==> config.mk <==
export PLATFORM = sky130hd
export DESIGN_NAME = flash_block_protection
export DESIGN_NICKNAME = d
export VERILOG_FILES = /design/src/flash_protect_pkg.sv /design/src/flash_block_protection.sv
export SDC_FILE = /design/constraint.sdc
export NUM_CORES = 1
export LEC_CHECK = 0
export ABC_AREA = 1
export BUFFER_PORTS_ARGS = -buffer_cell sky130_fd_sc_hd__clkbuf_2
export CELL_PAD_IN_SITES_DETAIL_PLACEMENT = 0
export CELL_PAD_IN_SITES_GLOBAL_PLACEMENT = 1
export CORE_MARGIN = 3
export CORE_UTILIZATION = 42
export DETAILED_ROUTE_END_ITERATION = 12
export PLACE_DENSITY_LB_ADDON = 0.1
export SKIP_CTS_REPAIR_TIMING = 1
export SYNTH_ARGS = -nofsm -noshare
export SYNTH_HDL_FRONTEND = slang
export SYNTH_SLANG_ARGS = --single-unit
==> constraint.sdc <==
create_clock -name ref_clk_i -period 3 [get_ports ref_clk_i]
set_input_delay 0.6 -clock ref_clk_i [delete_from_list [all_inputs] [get_ports ref_clk_i]]
set_output_delay 0.6 -clock ref_clk_i [all_outputs]
set_load 0.01 [all_outputs]
==> src/flash_protect_pkg.sv <==
// Purpose: shared constants for the flash block protection logic
// Assumes: 16-bit flash addresses, byte-wide protect value
// Notes:   register offsets are for the plain register port
package flash_protect_pkg;
   localparam int          ADDR_W          = 16;
   localparam int          DATA_W          = 8;
   localparam logic [7:0]  PROT_ALL_ONES   = 8'hFF;
   localparam logic [1:0]  START_HIGH_BITS = 2'h3;
   localparam logic [5:0]  START_LOW_BITS  = 6'h00;
   localparam logic [15:0] PROTECT_BYTE_ADDR = 16'hFFBE;
   localparam logic [15:0] FLASH_BASE_ADDR = 16'hEE00;
   // register port offsets
   localparam logic [3:0]  CTRL_OFS        = 4'h0;
   localparam logic [3:0]  PROT_OFS        = 4'h1;
   localparam logic [3:0]  STAT_OFS        = 4'h2;
   // control field positions
   localparam int          PGM_BIT         = 0;
   localparam int          ERASE_BIT       = 1;
   localparam int          MASS_BIT        = 2;
   localparam int          HIGH_VOLTAGE_ENABLE_BIT        = 3;
   localparam logic [7:0]  CTRL_RESET      = 8'h00;
endpackage

==> src/flash_block_protection.sv <==
// Purpose: flash control bits with block protection gating
// Assumes: protect byte value comes from the flash array image
// Notes:   array write port models program, erase and mass erase requests
//
// The register offsets and strobed register access were left to the implementer.
`timescale 1ns/1ps

// What this block does
// - protect byte all zeros refuses every program and erase except at the protect byte with test high voltage.
// - protect byte all ones permits program and erase everywhere except the protect byte, which still needs test high voltage.
// - non-FF value blocks operations on protected range, and on protect byte unless test high voltage is present.
// - mass erase disabled whenever protect byte differs from all ones, unless mass is set in the same write that sets high voltage enable.
// - protect byte alterable only with test high voltage on interrupt pin.
// - test high voltage at reset also qualifies monitor mode entry.
// - protect byte lives in flash, changed only by programming sequence.
// - protect byte survives reset; factory value all ones.
// - start address is 11, protect bits, then six zeros.
// - addresses from start up to top are protected.
// - start address lies on 64-byte boundaries only.
// - small protect values protect the whole array.
// - value FE protects top 128 bytes incl. trim byte and vectors.
// - high voltage enable ignored when target address is protected.
// - high voltage enable settable only with program or erase already selected before that write.
// - program and erase selects never both one.
module flash_block_protection
   import flash_protect_pkg::*;
#(
   parameter logic [7:0] FACTORY_VALUE = 8'hFF
) (
   input  wire logic                          ref_clk_i,
   input  wire logic                          reset_n_i,
   input  wire logic [3:0]                    reg_addr_i,
   input  wire logic [7:0]                    reg_wdata_i,
   input  wire logic                          reg_wr_i,
   input  wire logic                          reg_rd_i,
   output logic      [7:0]                    reg_rdata_o,
   input  wire logic                          flash_wr_i,
   input  wire logic [flash_protect_pkg::ADDR_W-1:0] flash_addr_i,
   input  wire logic [7:0]                    flash_wdata_i,
   input  wire logic                          test_high_voltage_i,
   output logic                               high_voltage_enable_o,
   output logic                               program_select_o,
   output logic                               erase_select_o,
   output logic                               mass_select_o,
   output logic                               array_program_o,
   output logic                               array_erase_o,
   output logic [flash_protect_pkg::ADDR_W-1:0] array_addr_o,
   output logic [7:0]                         array_data_o,
   output logic                               monitor_mode_o,
   output logic [7:0]                         protect_start_byte_o
);
   import flash_protect_pkg::*;

   typedef struct packed {
      logic        program_select;
      logic        erase;
      logic        mass;
      logic        high_voltage_enable;
      logic        prot_read;
      logic        addr_latched;
      logic [15:0] op_addr;
      logic        prog;
      logic        era;
      logic [15:0] arr_addr;
      logic [7:0]  arr_data;
      logic [7:0]  rdata;
      logic        monitor;
      logic        mon_taken;
   } state_s;

   // protect byte is nonvolatile: no reset, factory value at power up
   logic [7:0] protect_start_byte_ff = FACTORY_VALUE;
   logic       rst_n;
   // synchronisers kept apart: the pin copy must not be cleared by the reset it qualifies
   logic [1:0] rst_sync_ff;
   logic [1:0] tst_sync_ff;
   state_s     st_ff;
   state_s     nxt_st;

   function automatic logic [15:0] start_addr(input logic [7:0] v);
      start_addr = {START_HIGH_BITS, v, START_LOW_BITS};
   endfunction

   function automatic logic is_protected(input logic [15:0] a, input logic [7:0] v);
      // all zeros and small values fall at or below the array base
      if (v == PROT_ALL_ONES)
         is_protected = 1'b0;
      else
         is_protected = (a >= start_addr(v)) || (a == PROTECT_BYTE_ADDR);
   endfunction

   // protect byte itself is reachable only with the test voltage present
   function automatic logic write_blocked(input logic [15:0] a, input logic [7:0] v,
                                          input logic t);
      if (a == PROTECT_BYTE_ADDR)
         write_blocked = !t;
      else
         write_blocked = is_protected(a, v);
   endfunction

   assign rst_n = rst_sync_ff[1];

   logic target_prot;
   logic tst_ok;
   assign tst_ok = tst_sync_ff[1];
   // outside mass erase, blocking compares the latched address: the first write, then each allowed program write
   assign target_prot = st_ff.mass ? (protect_start_byte_ff != PROT_ALL_ONES)
                      : write_blocked(st_ff.op_addr, protect_start_byte_ff, tst_ok);

   always_comb begin
      nxt_st = st_ff;
      nxt_st.prog = 1'b0;
      nxt_st.era = 1'b0;
      nxt_st.rdata = 8'h00;
      if (reg_rd_i) begin
         unique case (reg_addr_i)
            CTRL_OFS: nxt_st.rdata = {4'h0, st_ff.high_voltage_enable, st_ff.mass, st_ff.erase, st_ff.program_select};
            PROT_OFS: begin
               nxt_st.rdata = protect_start_byte_ff;
               nxt_st.prot_read = st_ff.program_select | st_ff.erase;
            end
            STAT_OFS: nxt_st.rdata = {5'h00, st_ff.monitor, st_ff.addr_latched, target_prot};
            default:  nxt_st.rdata = 8'h00;
         endcase
      end
      if (reg_wr_i && reg_addr_i == CTRL_OFS) begin
         nxt_st.mass = reg_wdata_i[MASS_BIT];
         // interlock: a write asking for both keeps neither new
         if (!(reg_wdata_i[PGM_BIT] && reg_wdata_i[ERASE_BIT])) begin
            nxt_st.program_select   = reg_wdata_i[PGM_BIT] & !st_ff.erase;
            nxt_st.erase = reg_wdata_i[ERASE_BIT] & !st_ff.program_select;
         end
         if (!reg_wdata_i[HIGH_VOLTAGE_ENABLE_BIT])
            nxt_st.high_voltage_enable = 1'b0;
         else if ((st_ff.program_select || st_ff.erase) && st_ff.prot_read
                  && st_ff.addr_latched && !target_prot) begin
            nxt_st.high_voltage_enable = 1'b1;
            // erase fires once, on the edge that turns high voltage on
            nxt_st.era = st_ff.erase & !st_ff.high_voltage_enable;
         end
         if (!nxt_st.program_select && !nxt_st.erase) begin
            nxt_st.prot_read = 1'b0;
            nxt_st.addr_latched = 1'b0;
         end
      end
      if (flash_wr_i && (st_ff.program_select || st_ff.erase)) begin
         if (!st_ff.addr_latched) begin
            nxt_st.addr_latched = 1'b1;
            nxt_st.op_addr = flash_addr_i;
         end else if (st_ff.high_voltage_enable && !target_prot) begin
            // later program writes must stay inside the allowed range
            if (st_ff.program_select && !write_blocked(flash_addr_i, protect_start_byte_ff, tst_ok)) begin
               nxt_st.prog = 1'b1;
               nxt_st.op_addr = flash_addr_i;
            end
         end
         nxt_st.arr_addr = flash_addr_i;
         nxt_st.arr_data = flash_wdata_i;
      end
      // monitor qualification captured after reset release
      if (!st_ff.mon_taken) begin
         nxt_st.monitor = tst_sync_ff[1];
         nxt_st.mon_taken = 1'b1;
      end
   end

   always_ff @(posedge ref_clk_i or negedge reset_n_i) begin
      if (!reset_n_i) begin
         rst_sync_ff <= 2'h0;
      end else begin
         rst_sync_ff <= {rst_sync_ff[0], 1'b1};
      end
   end

   // no reset: the pin level must already be settled when reset lifts
   always_ff @(posedge ref_clk_i) begin
      tst_sync_ff <= {tst_sync_ff[0], test_high_voltage_i};
   end

   always_ff @(posedge ref_clk_i or negedge rst_n) begin
      if (!rst_n) begin
         st_ff.program_select          <= CTRL_RESET[PGM_BIT];
         st_ff.erase        <= CTRL_RESET[ERASE_BIT];
         st_ff.mass         <= CTRL_RESET[MASS_BIT];
         st_ff.high_voltage_enable         <= CTRL_RESET[HIGH_VOLTAGE_ENABLE_BIT];
         st_ff.prot_read    <= 1'b0;
         st_ff.addr_latched <= 1'b0;
         st_ff.op_addr      <= 16'h0000;
         st_ff.prog         <= 1'b0;
         st_ff.era          <= 1'b0;
         st_ff.arr_addr     <= 16'h0000;
         st_ff.arr_data     <= 8'h00;
         st_ff.rdata        <= 8'h00;
         st_ff.monitor      <= 1'b0;
         st_ff.mon_taken    <= 1'b0;
      end else begin
         st_ff.program_select          <= nxt_st.program_select;
         st_ff.erase        <= nxt_st.erase;
         st_ff.mass         <= nxt_st.mass;
         st_ff.high_voltage_enable         <= nxt_st.high_voltage_enable;
         st_ff.prot_read    <= nxt_st.prot_read;
         st_ff.addr_latched <= nxt_st.addr_latched;
         st_ff.op_addr      <= nxt_st.op_addr;
         st_ff.prog         <= nxt_st.prog;
         st_ff.era          <= nxt_st.era;
         st_ff.arr_addr     <= nxt_st.arr_addr;
         st_ff.arr_data     <= nxt_st.arr_data;
         st_ff.rdata        <= nxt_st.rdata;
         st_ff.monitor      <= nxt_st.monitor;
         st_ff.mon_taken    <= nxt_st.mon_taken;
      end
   end

   // protect byte changes only through an allowed array program or erase
   always_ff @(posedge ref_clk_i) begin
      if (st_ff.prog && st_ff.arr_addr == PROTECT_BYTE_ADDR && tst_ok)
         protect_start_byte_ff <= protect_start_byte_ff & st_ff.arr_data;
      else if (st_ff.era && tst_ok && !st_ff.mass
               && st_ff.op_addr[15:6] == PROTECT_BYTE_ADDR[15:6])
         protect_start_byte_ff <= PROT_ALL_ONES;
      else if (st_ff.era && st_ff.mass && protect_start_byte_ff == PROT_ALL_ONES)
         protect_start_byte_ff <= PROT_ALL_ONES;
   end

   assign reg_rdata_o           = st_ff.rdata;
   assign high_voltage_enable_o = st_ff.high_voltage_enable;
   assign program_select_o      = st_ff.program_select;
   assign erase_select_o        = st_ff.erase;
   assign mass_select_o         = st_ff.mass;
   assign array_program_o       = st_ff.prog;
   assign array_erase_o         = st_ff.era;
   assign array_addr_o          = st_ff.arr_addr;
   assign array_data_o          = st_ff.arr_data;
   assign monitor_mode_o        = st_ff.monitor;
   assign protect_start_byte_o  = protect_start_byte_ff;
endmodule

## Yosys cells after proc, flatten, opt, wreduce, memory -nomap -nowiden

Index checks and enable logic that the tools add are counted.

| storage, ports and cells | value |
|---|---|
| register bits | 70 |
| bits in latches | 0 |
| memory bits (writable) | 0 |
| bits in read-only memories | 0 |
| bits of input ports | 42 |
| memories kept | 0 |

| cells by class | value |
|---|---|
| $add $sub $neg | 0 |
| $mul | 0 |
| div/mod/pow operators | 0 |
| magnitude comparators | 2 |
| equality and inequality tests | 11 |
| shifts and indexed selects | 0 |
| multiplexer cells | 30 |
| bitwise logic cells | 5 |
| reduce and logical (&&, ||, !) cells | 32 |

Operator list:

| operator | count |
|---|---|
| $eq A16 B16 Y1 const B | 3 |
| $mux W17 | 2 |
| $ge A16 B16 Y1 | 2 |
| $mux W8 | 4 |
| $pmux W8 S3 | 1 |
| $mux W18 | 1 |
| $mux W1 | 17 |
| $logic_and A1 B1 Y1 | 16 |
| $mux W16 | 1 |
| $eq A10 B10 Y1 const B | 1 |
| $logic_not A1 Y1 | 9 |
| $and A8 B8 Y8 | 1 |
| $eq A8 B8 Y1 const B | 1 |
| $mux W2 | 4 |
| $ne A8 B8 Y1 const B | 1 |
| $ne A2 B1 Y1 const B | 3 |
| $eq A4 B1 Y1 const B | 1 |
| $eq A4 B2 Y1 const B | 1 |
| $logic_not A4 Y1 | 1 |
| $and A1 B1 Y1 | 3 |
| $logic_or A1 B1 Y1 | 3 |
| $reduce_and A3 Y1 | 1 |
| $reduce_bool A3 Y1 | 1 |
| $reduce_and A2 Y1 | 1 |
| $or A1 B1 Y1 | 1 |

## Longest topological paths before layout

| depth | value |
|---|---|
| word-level depth | 16 |
| mapped depth | 17 |
| depth with buffers taken out | 16 |

## Worst setup path before layout

Ideal clock, no wire load.

| timing | value |
|---|---|
| path type | input port to flip-flop |
| start | input port flash_addr_i[11] in the netlist's numbering |
| end | register st_ff[43] in the netlist's numbering |
| arrival | 1.930 ns |
| data required time | 2.883 ns |
| path slack | 0.953 ns |
| stages on the path | 13 |
| cells stage by stage | ha_1 nand2_1 nor2_1 and2_1 nand2_1 nand4_1 a21oi_2 nand3_2 nand2_4 nand2_4 buf_6 nand2_1 nand2_1 |

| on the way | value |
|---|---|
| cells in the longest elaborated chain, start to end | 11 |
| elaborated cells between the ends (all ways) | 12 |
| those cells by class | order compare: 1; eq/ne: 2; mux: 5; reduce/logical: 4 |

Ends and longest elaborated chain:

| element | RTL line | source |
|---|---|---|
| from (decl) | flash_block_protection.sv:38 | `input wire logic [flash_protect_pkg::ADDR_W-1:0] flash_addr_i,` |
| $ge A16 B16 Y1 / $eq A16 B16 Y1 (equally long branches) | flash_block_protection.sv:89, flash_block_protection.sv:95 |  |
| $logic_or A1 B1 Y1 | flash_block_protection.sv:89 | `is_protected = (a >= start_addr(v)) \|\| (a == PROTECT_BYTE_ADDR);` |
| $mux W1 | flash_block_protection.sv:86 | `if (v == PROT_ALL_ONES)` |
| $mux W1 (*) | flash_block_protection.sv:95 | `if (a == PROTECT_BYTE_ADDR)` |
| $mux W1 (*) | flash_block_protection.sv:150 | `end else if (st_ff.high_voltage_enable && !target_prot) begin` |
| $mux W1 (*) | flash_block_protection.sv:147 | `if (!st_ff.addr_latched) begin` |
| $mux W1 (*) | flash_block_protection.sv:146 | `if (flash_wr_i && (st_ff.program_select \|\| st_ff.erase)) begin` |
| $logic_not A1 Y1 (*) | flash_block_protection.sv:152 | `if (st_ff.program_select && !write_blocked(flash_addr_i, protect_start_byte_ff, tst_ok)) begin` |
| $logic_and A1 B1 Y1 (*) | flash_block_protection.sv:152 |  |
| $ne A2 B1 Y1 (no line) (*) | - |  |
| $reduce_and A3 Y1 (no line) (*) | - |  |
| to (decl) | flash_block_protection.sv:77 | `state_s st_ff;` |

Mark *: on every way between the ends. The rest lies on a longest branch, timed or not. The select of a mux whose other input is x is not followed.
A chain may end at the register's enable or synchronous reset.

## Final worst setup path

| timing | value |
|---|---|
| start | register protect_start_byte_ff[1], in the netlist protect_start_byte_o[1] |
| end | register st_ff[48] in the netlist's numbering |

| on the way | value |
|---|---|
| cells in the longest elaborated chain, start to end | 11 |
| elaborated cells between the ends (all ways) | 21 |
| those cells by class | order compare: 2; eq/ne: 4; mux: 8; reduce/logical: 7 |

Ends and longest elaborated chain:

| element | RTL line | source |
|---|---|---|
| from (decl) | flash_block_protection.sv:72 | `logic [7:0] protect_start_byte_ff = FACTORY_VALUE;` |
| from (signal assigned) | flash_block_protection.sv:217 | `protect_start_byte_ff <= protect_start_byte_ff & st_ff.arr_data;` |
| $ge A16 B16 Y1 | flash_block_protection.sv:89 |  |
| $logic_or A1 B1 Y1 | flash_block_protection.sv:89 |  |
| $mux W1 | flash_block_protection.sv:86 |  |
| $mux W1 | flash_block_protection.sv:95 |  |
| $mux W1 | flash_block_protection.sv:150 |  |
| $mux W1 | flash_block_protection.sv:147 |  |
| $mux W1 | flash_block_protection.sv:146 |  |
| $logic_not A1 Y1 | flash_block_protection.sv:152 |  |
| $logic_and A1 B1 Y1 | flash_block_protection.sv:152 |  |
| $ne A2 B1 Y1 (no line) | - |  |
| $reduce_and A3 Y1 (no line) (*) | - |  |

Marked as above.

==> impl_metrics.ini <==
[flow_run]
drv_cap = 0

[global_routing]
grt.overflow.total = 0
grt_max_degree = 30
grt_usage_pct = 18.5
grt_pass1_vias = 2802
antenna_found_initial = 0
grt_first_pass_wirelength_microns = 14200

[synth]
synth_cell_type_count = 28
synth-seq-cells = 70
synth_top_area_share_pct = 41.1
syn_inst = 453
synth.area.top_cells = dfrtp_1, nand2_1, buf_4, edfxtp_1, ha_1
syn_area_per_cell_sq_um = 8.06
synth_warnings = 0
syn_area_sq_mm = 0.00365
yosysSeqAreaShare_pct = 48.8
yosys.area.top_type = dfrtp_1

[route]
drc = 0
wl_per_cell_microns = 14.0
dr.pass1.iters = 4
vias = 2975
post_drt_via_cell_ratio = 4.76
antenna_left = 0
drt-initial-drc-count = 91
wl_microns = 8740

[power]
ir_drop_mv = 0.342
comb_power_share_pct = 26.5
p_per_area_mw_per_mm2 = 660
switching_share_pct = 36.5
p_clk_share_pct = 24.5
p_switching_w = 0.000998
p_int_w = 0.00174
power.leakage_nw = 2.23
seqPwrFrac_pct = 49.0

[cts]
cts_sinks = 70
clkLatencyLatePin_ns = 0.34
path_clk_slew_ns = 0.08
htreeDepth = 3
cts.root.buffer_cell = clkbuf_8
numCtsBuffers = 9
clockBufferDepth = 2
cts_tree = built

[sta]
tightest_slew_ns = 0.536
setup-tns-final_ns = 0
final-setup-viol-count = 0
final_period_minus_worst_setup_slack_ns = 2.30
rsz0062_at_grt = no
finalHoldViolCount = 0
finalClockSkew_ns = 0.00494
maxSlewHeadroom_pct = 64.0
fmax_mhz = 435
slew_viol_final = 0
fin_crit_sh_pct = 76.6

[critical_path]
crit_start = protect_start_byte_o[1]
critPathSlowestCell = edfxtp_1
slowest_delay_ns = 0.48
path_cells = inv_1 > ha_1 > nand2_1 > nor2_1 > nand2_1 > nand2_1 > nand2_1 > nand3_1 > nand2_1 > nand2_1 > nand2_1 > nand3_2 > nand2_4 > nand2_4 > nand2_1 > nand2_1
crit_path_end_kind = flop
worstPathRequired_ns = 3.23
critical_path_class = flop to flop
cpMostUsedCell = nand2_1
cp_num_buf_inv = 1
cp.arrival_ns = 2.53
cp_max_fo = 17
r2r_start = protect_start_byte_o[1]
cp-start-kind = flop
crit_family = simple AND/OR/NAND/NOR gates

[layout]
antenna_cells = 0
syn_to_final_growth_pct = 13.5
nets = 573
stdcell_count = 625
final_common_cell = nand2_1
layout_common_cells = nand2_1, clkbuf_2, dfrtp_1
drive_above_1_share_pct = 21.9
fin_util_pct = 49.7

[place]
hpwl_microns = 6640
portBuffers = 84
dp.cells = 608
routabilityCongestion = 0.809

[die]
die_width_microns = 99.3
ios = 89
initial_core_util_pct = 43.8
core_sq_mm = 0.00834
die_h_microns = 99.3
num_rows = 33
die_area_sq_mm = 0.00985

[status]
outcome = completed

[hold_path]
worst_hold_path_type = flop to async pin
[synth_stat cells]
| library cell | instances |
|---|---|
| conb_1 | 1 |
| nand2_4 | 2 |
| o21bai_1 | 1 |
| edfxtp_1 | 8 |
| buf_6 | 2 |
| buf_4 | 32 |
| inv_2 | 1 |
| nor2_1 | 29 |
| inv_1 | 43 |
| dfxtp_1 | 2 |
| o21ai_0 | 15 |
| nand4_1 | 11 |
| nand3_2 | 1 |
| nand3_1 | 28 |
| o21ai_2 | 1 |
| o21ai_1 | 2 |
| nor3_1 | 4 |
| nand2_1 | 173 |
| ha_1 | 16 |
| nor3b_1 | 1 |
| nor3_2 | 2 |
| and2_1 | 1 |
| a31oi_1 | 2 |
| clkbuf_1 | 4 |
| buf_1 | 2 |
| dfrtp_1 | 60 |
| a21oi_1 | 8 |
| a21oi_2 | 1 |
[layout make-up]
class	count	area, sq um
inverter	44	165
clock buffer	9	124
sequential	70	1780
timing repair buffer	90	468
tap	105	131
multi-input combinational	300	1430
fill	872	4190
clock inverter	7	47.5
[logic make-up after synthesis]
family                     count (synthesis)  synth area share (%)
DFF                                       70                  48.8
adders and majority gates                 16                  5.48
other                                      1                 0.103
and+or+nand+nor                          252                  28.8
AOI/OAI and AO/OA                         30                  4.45
buffers and inverters                     84                  12.3
[flip-flops by register name, indices dropped and copies added, names as in the netlist]
register and flops:
st_ff 19, array_addr_o 16, array_data_o 8, protect_start_byte_o 8
reg_rdata_o 8, rst_sync_ff 2, tst_sync_ff 2, array_erase_o 1
array_program_o 1, erase_select_o 1, high_voltage_enable_o 1, mass_select_o 1
monitor_mode_o 1, program_select_o 1
[path summary, 6_finish.rpt]
check	to	slack (ns)	cells after the start
setup / recovery	st_ff[48]	0.70	16
hold / removal	array_data_o[2]	0.14	0
setup reg to reg	st_ff[48]	0.70	16
hold reg to reg	array_data_o[2]	0.14	0
max in group asynchronous	array_addr_o[13]	2.19	1
min in group ref_clk_i	tst_sync_ff[1]	0.34	0
[per-layer routing]
layer | wire length, microns | share of wire [%] | GRT usage [%]
met3 | 396 | 4.5 | 4.28
met2 | 3980 | 46 | 29.3
met4 | 104 | 1.2 | 5.67
met5 | 0 | 0 | 0
met1 | 4260 | 49 | 25.2
[per-stage QoR]
| step | setup slack [ns] | power (W) | instance area, sq um | hold slack [ns] |
|---|---|---|---|---|
| floorplan | 0.953 | 0.00191 | 3660 | 0.304 |
| global placement | 0.573 | 0.00207 | 3970 | 0.136 |
| detailed placement | 0.563 | 0.00209 | 3970 | 0.142 |
| CTS | 0.703 | 0.00277 | 4140 | 0.0111 |
| global route | 0.432 | 0.00296 | 4150 | 0.173 |
| finish | 0.701 | 0.00274 | 4150 | 0.137 |
[power groups by stage]
stage / clock network [W] / logic, W / registers [W]
finish: 0.000672 / 0.000724 / 0.00134
global route: 0.000740 / 0.000846 / 0.00137
CTS: 0.000694 / 0.000734 / 0.00134
detailed placement: 0 / 0.000730 / 0.00136
global placement: 0 / 0.000714 / 0.00135
floorplan: 0 / 0.000599 / 0.00131
(Power assumes the default switching activity.)
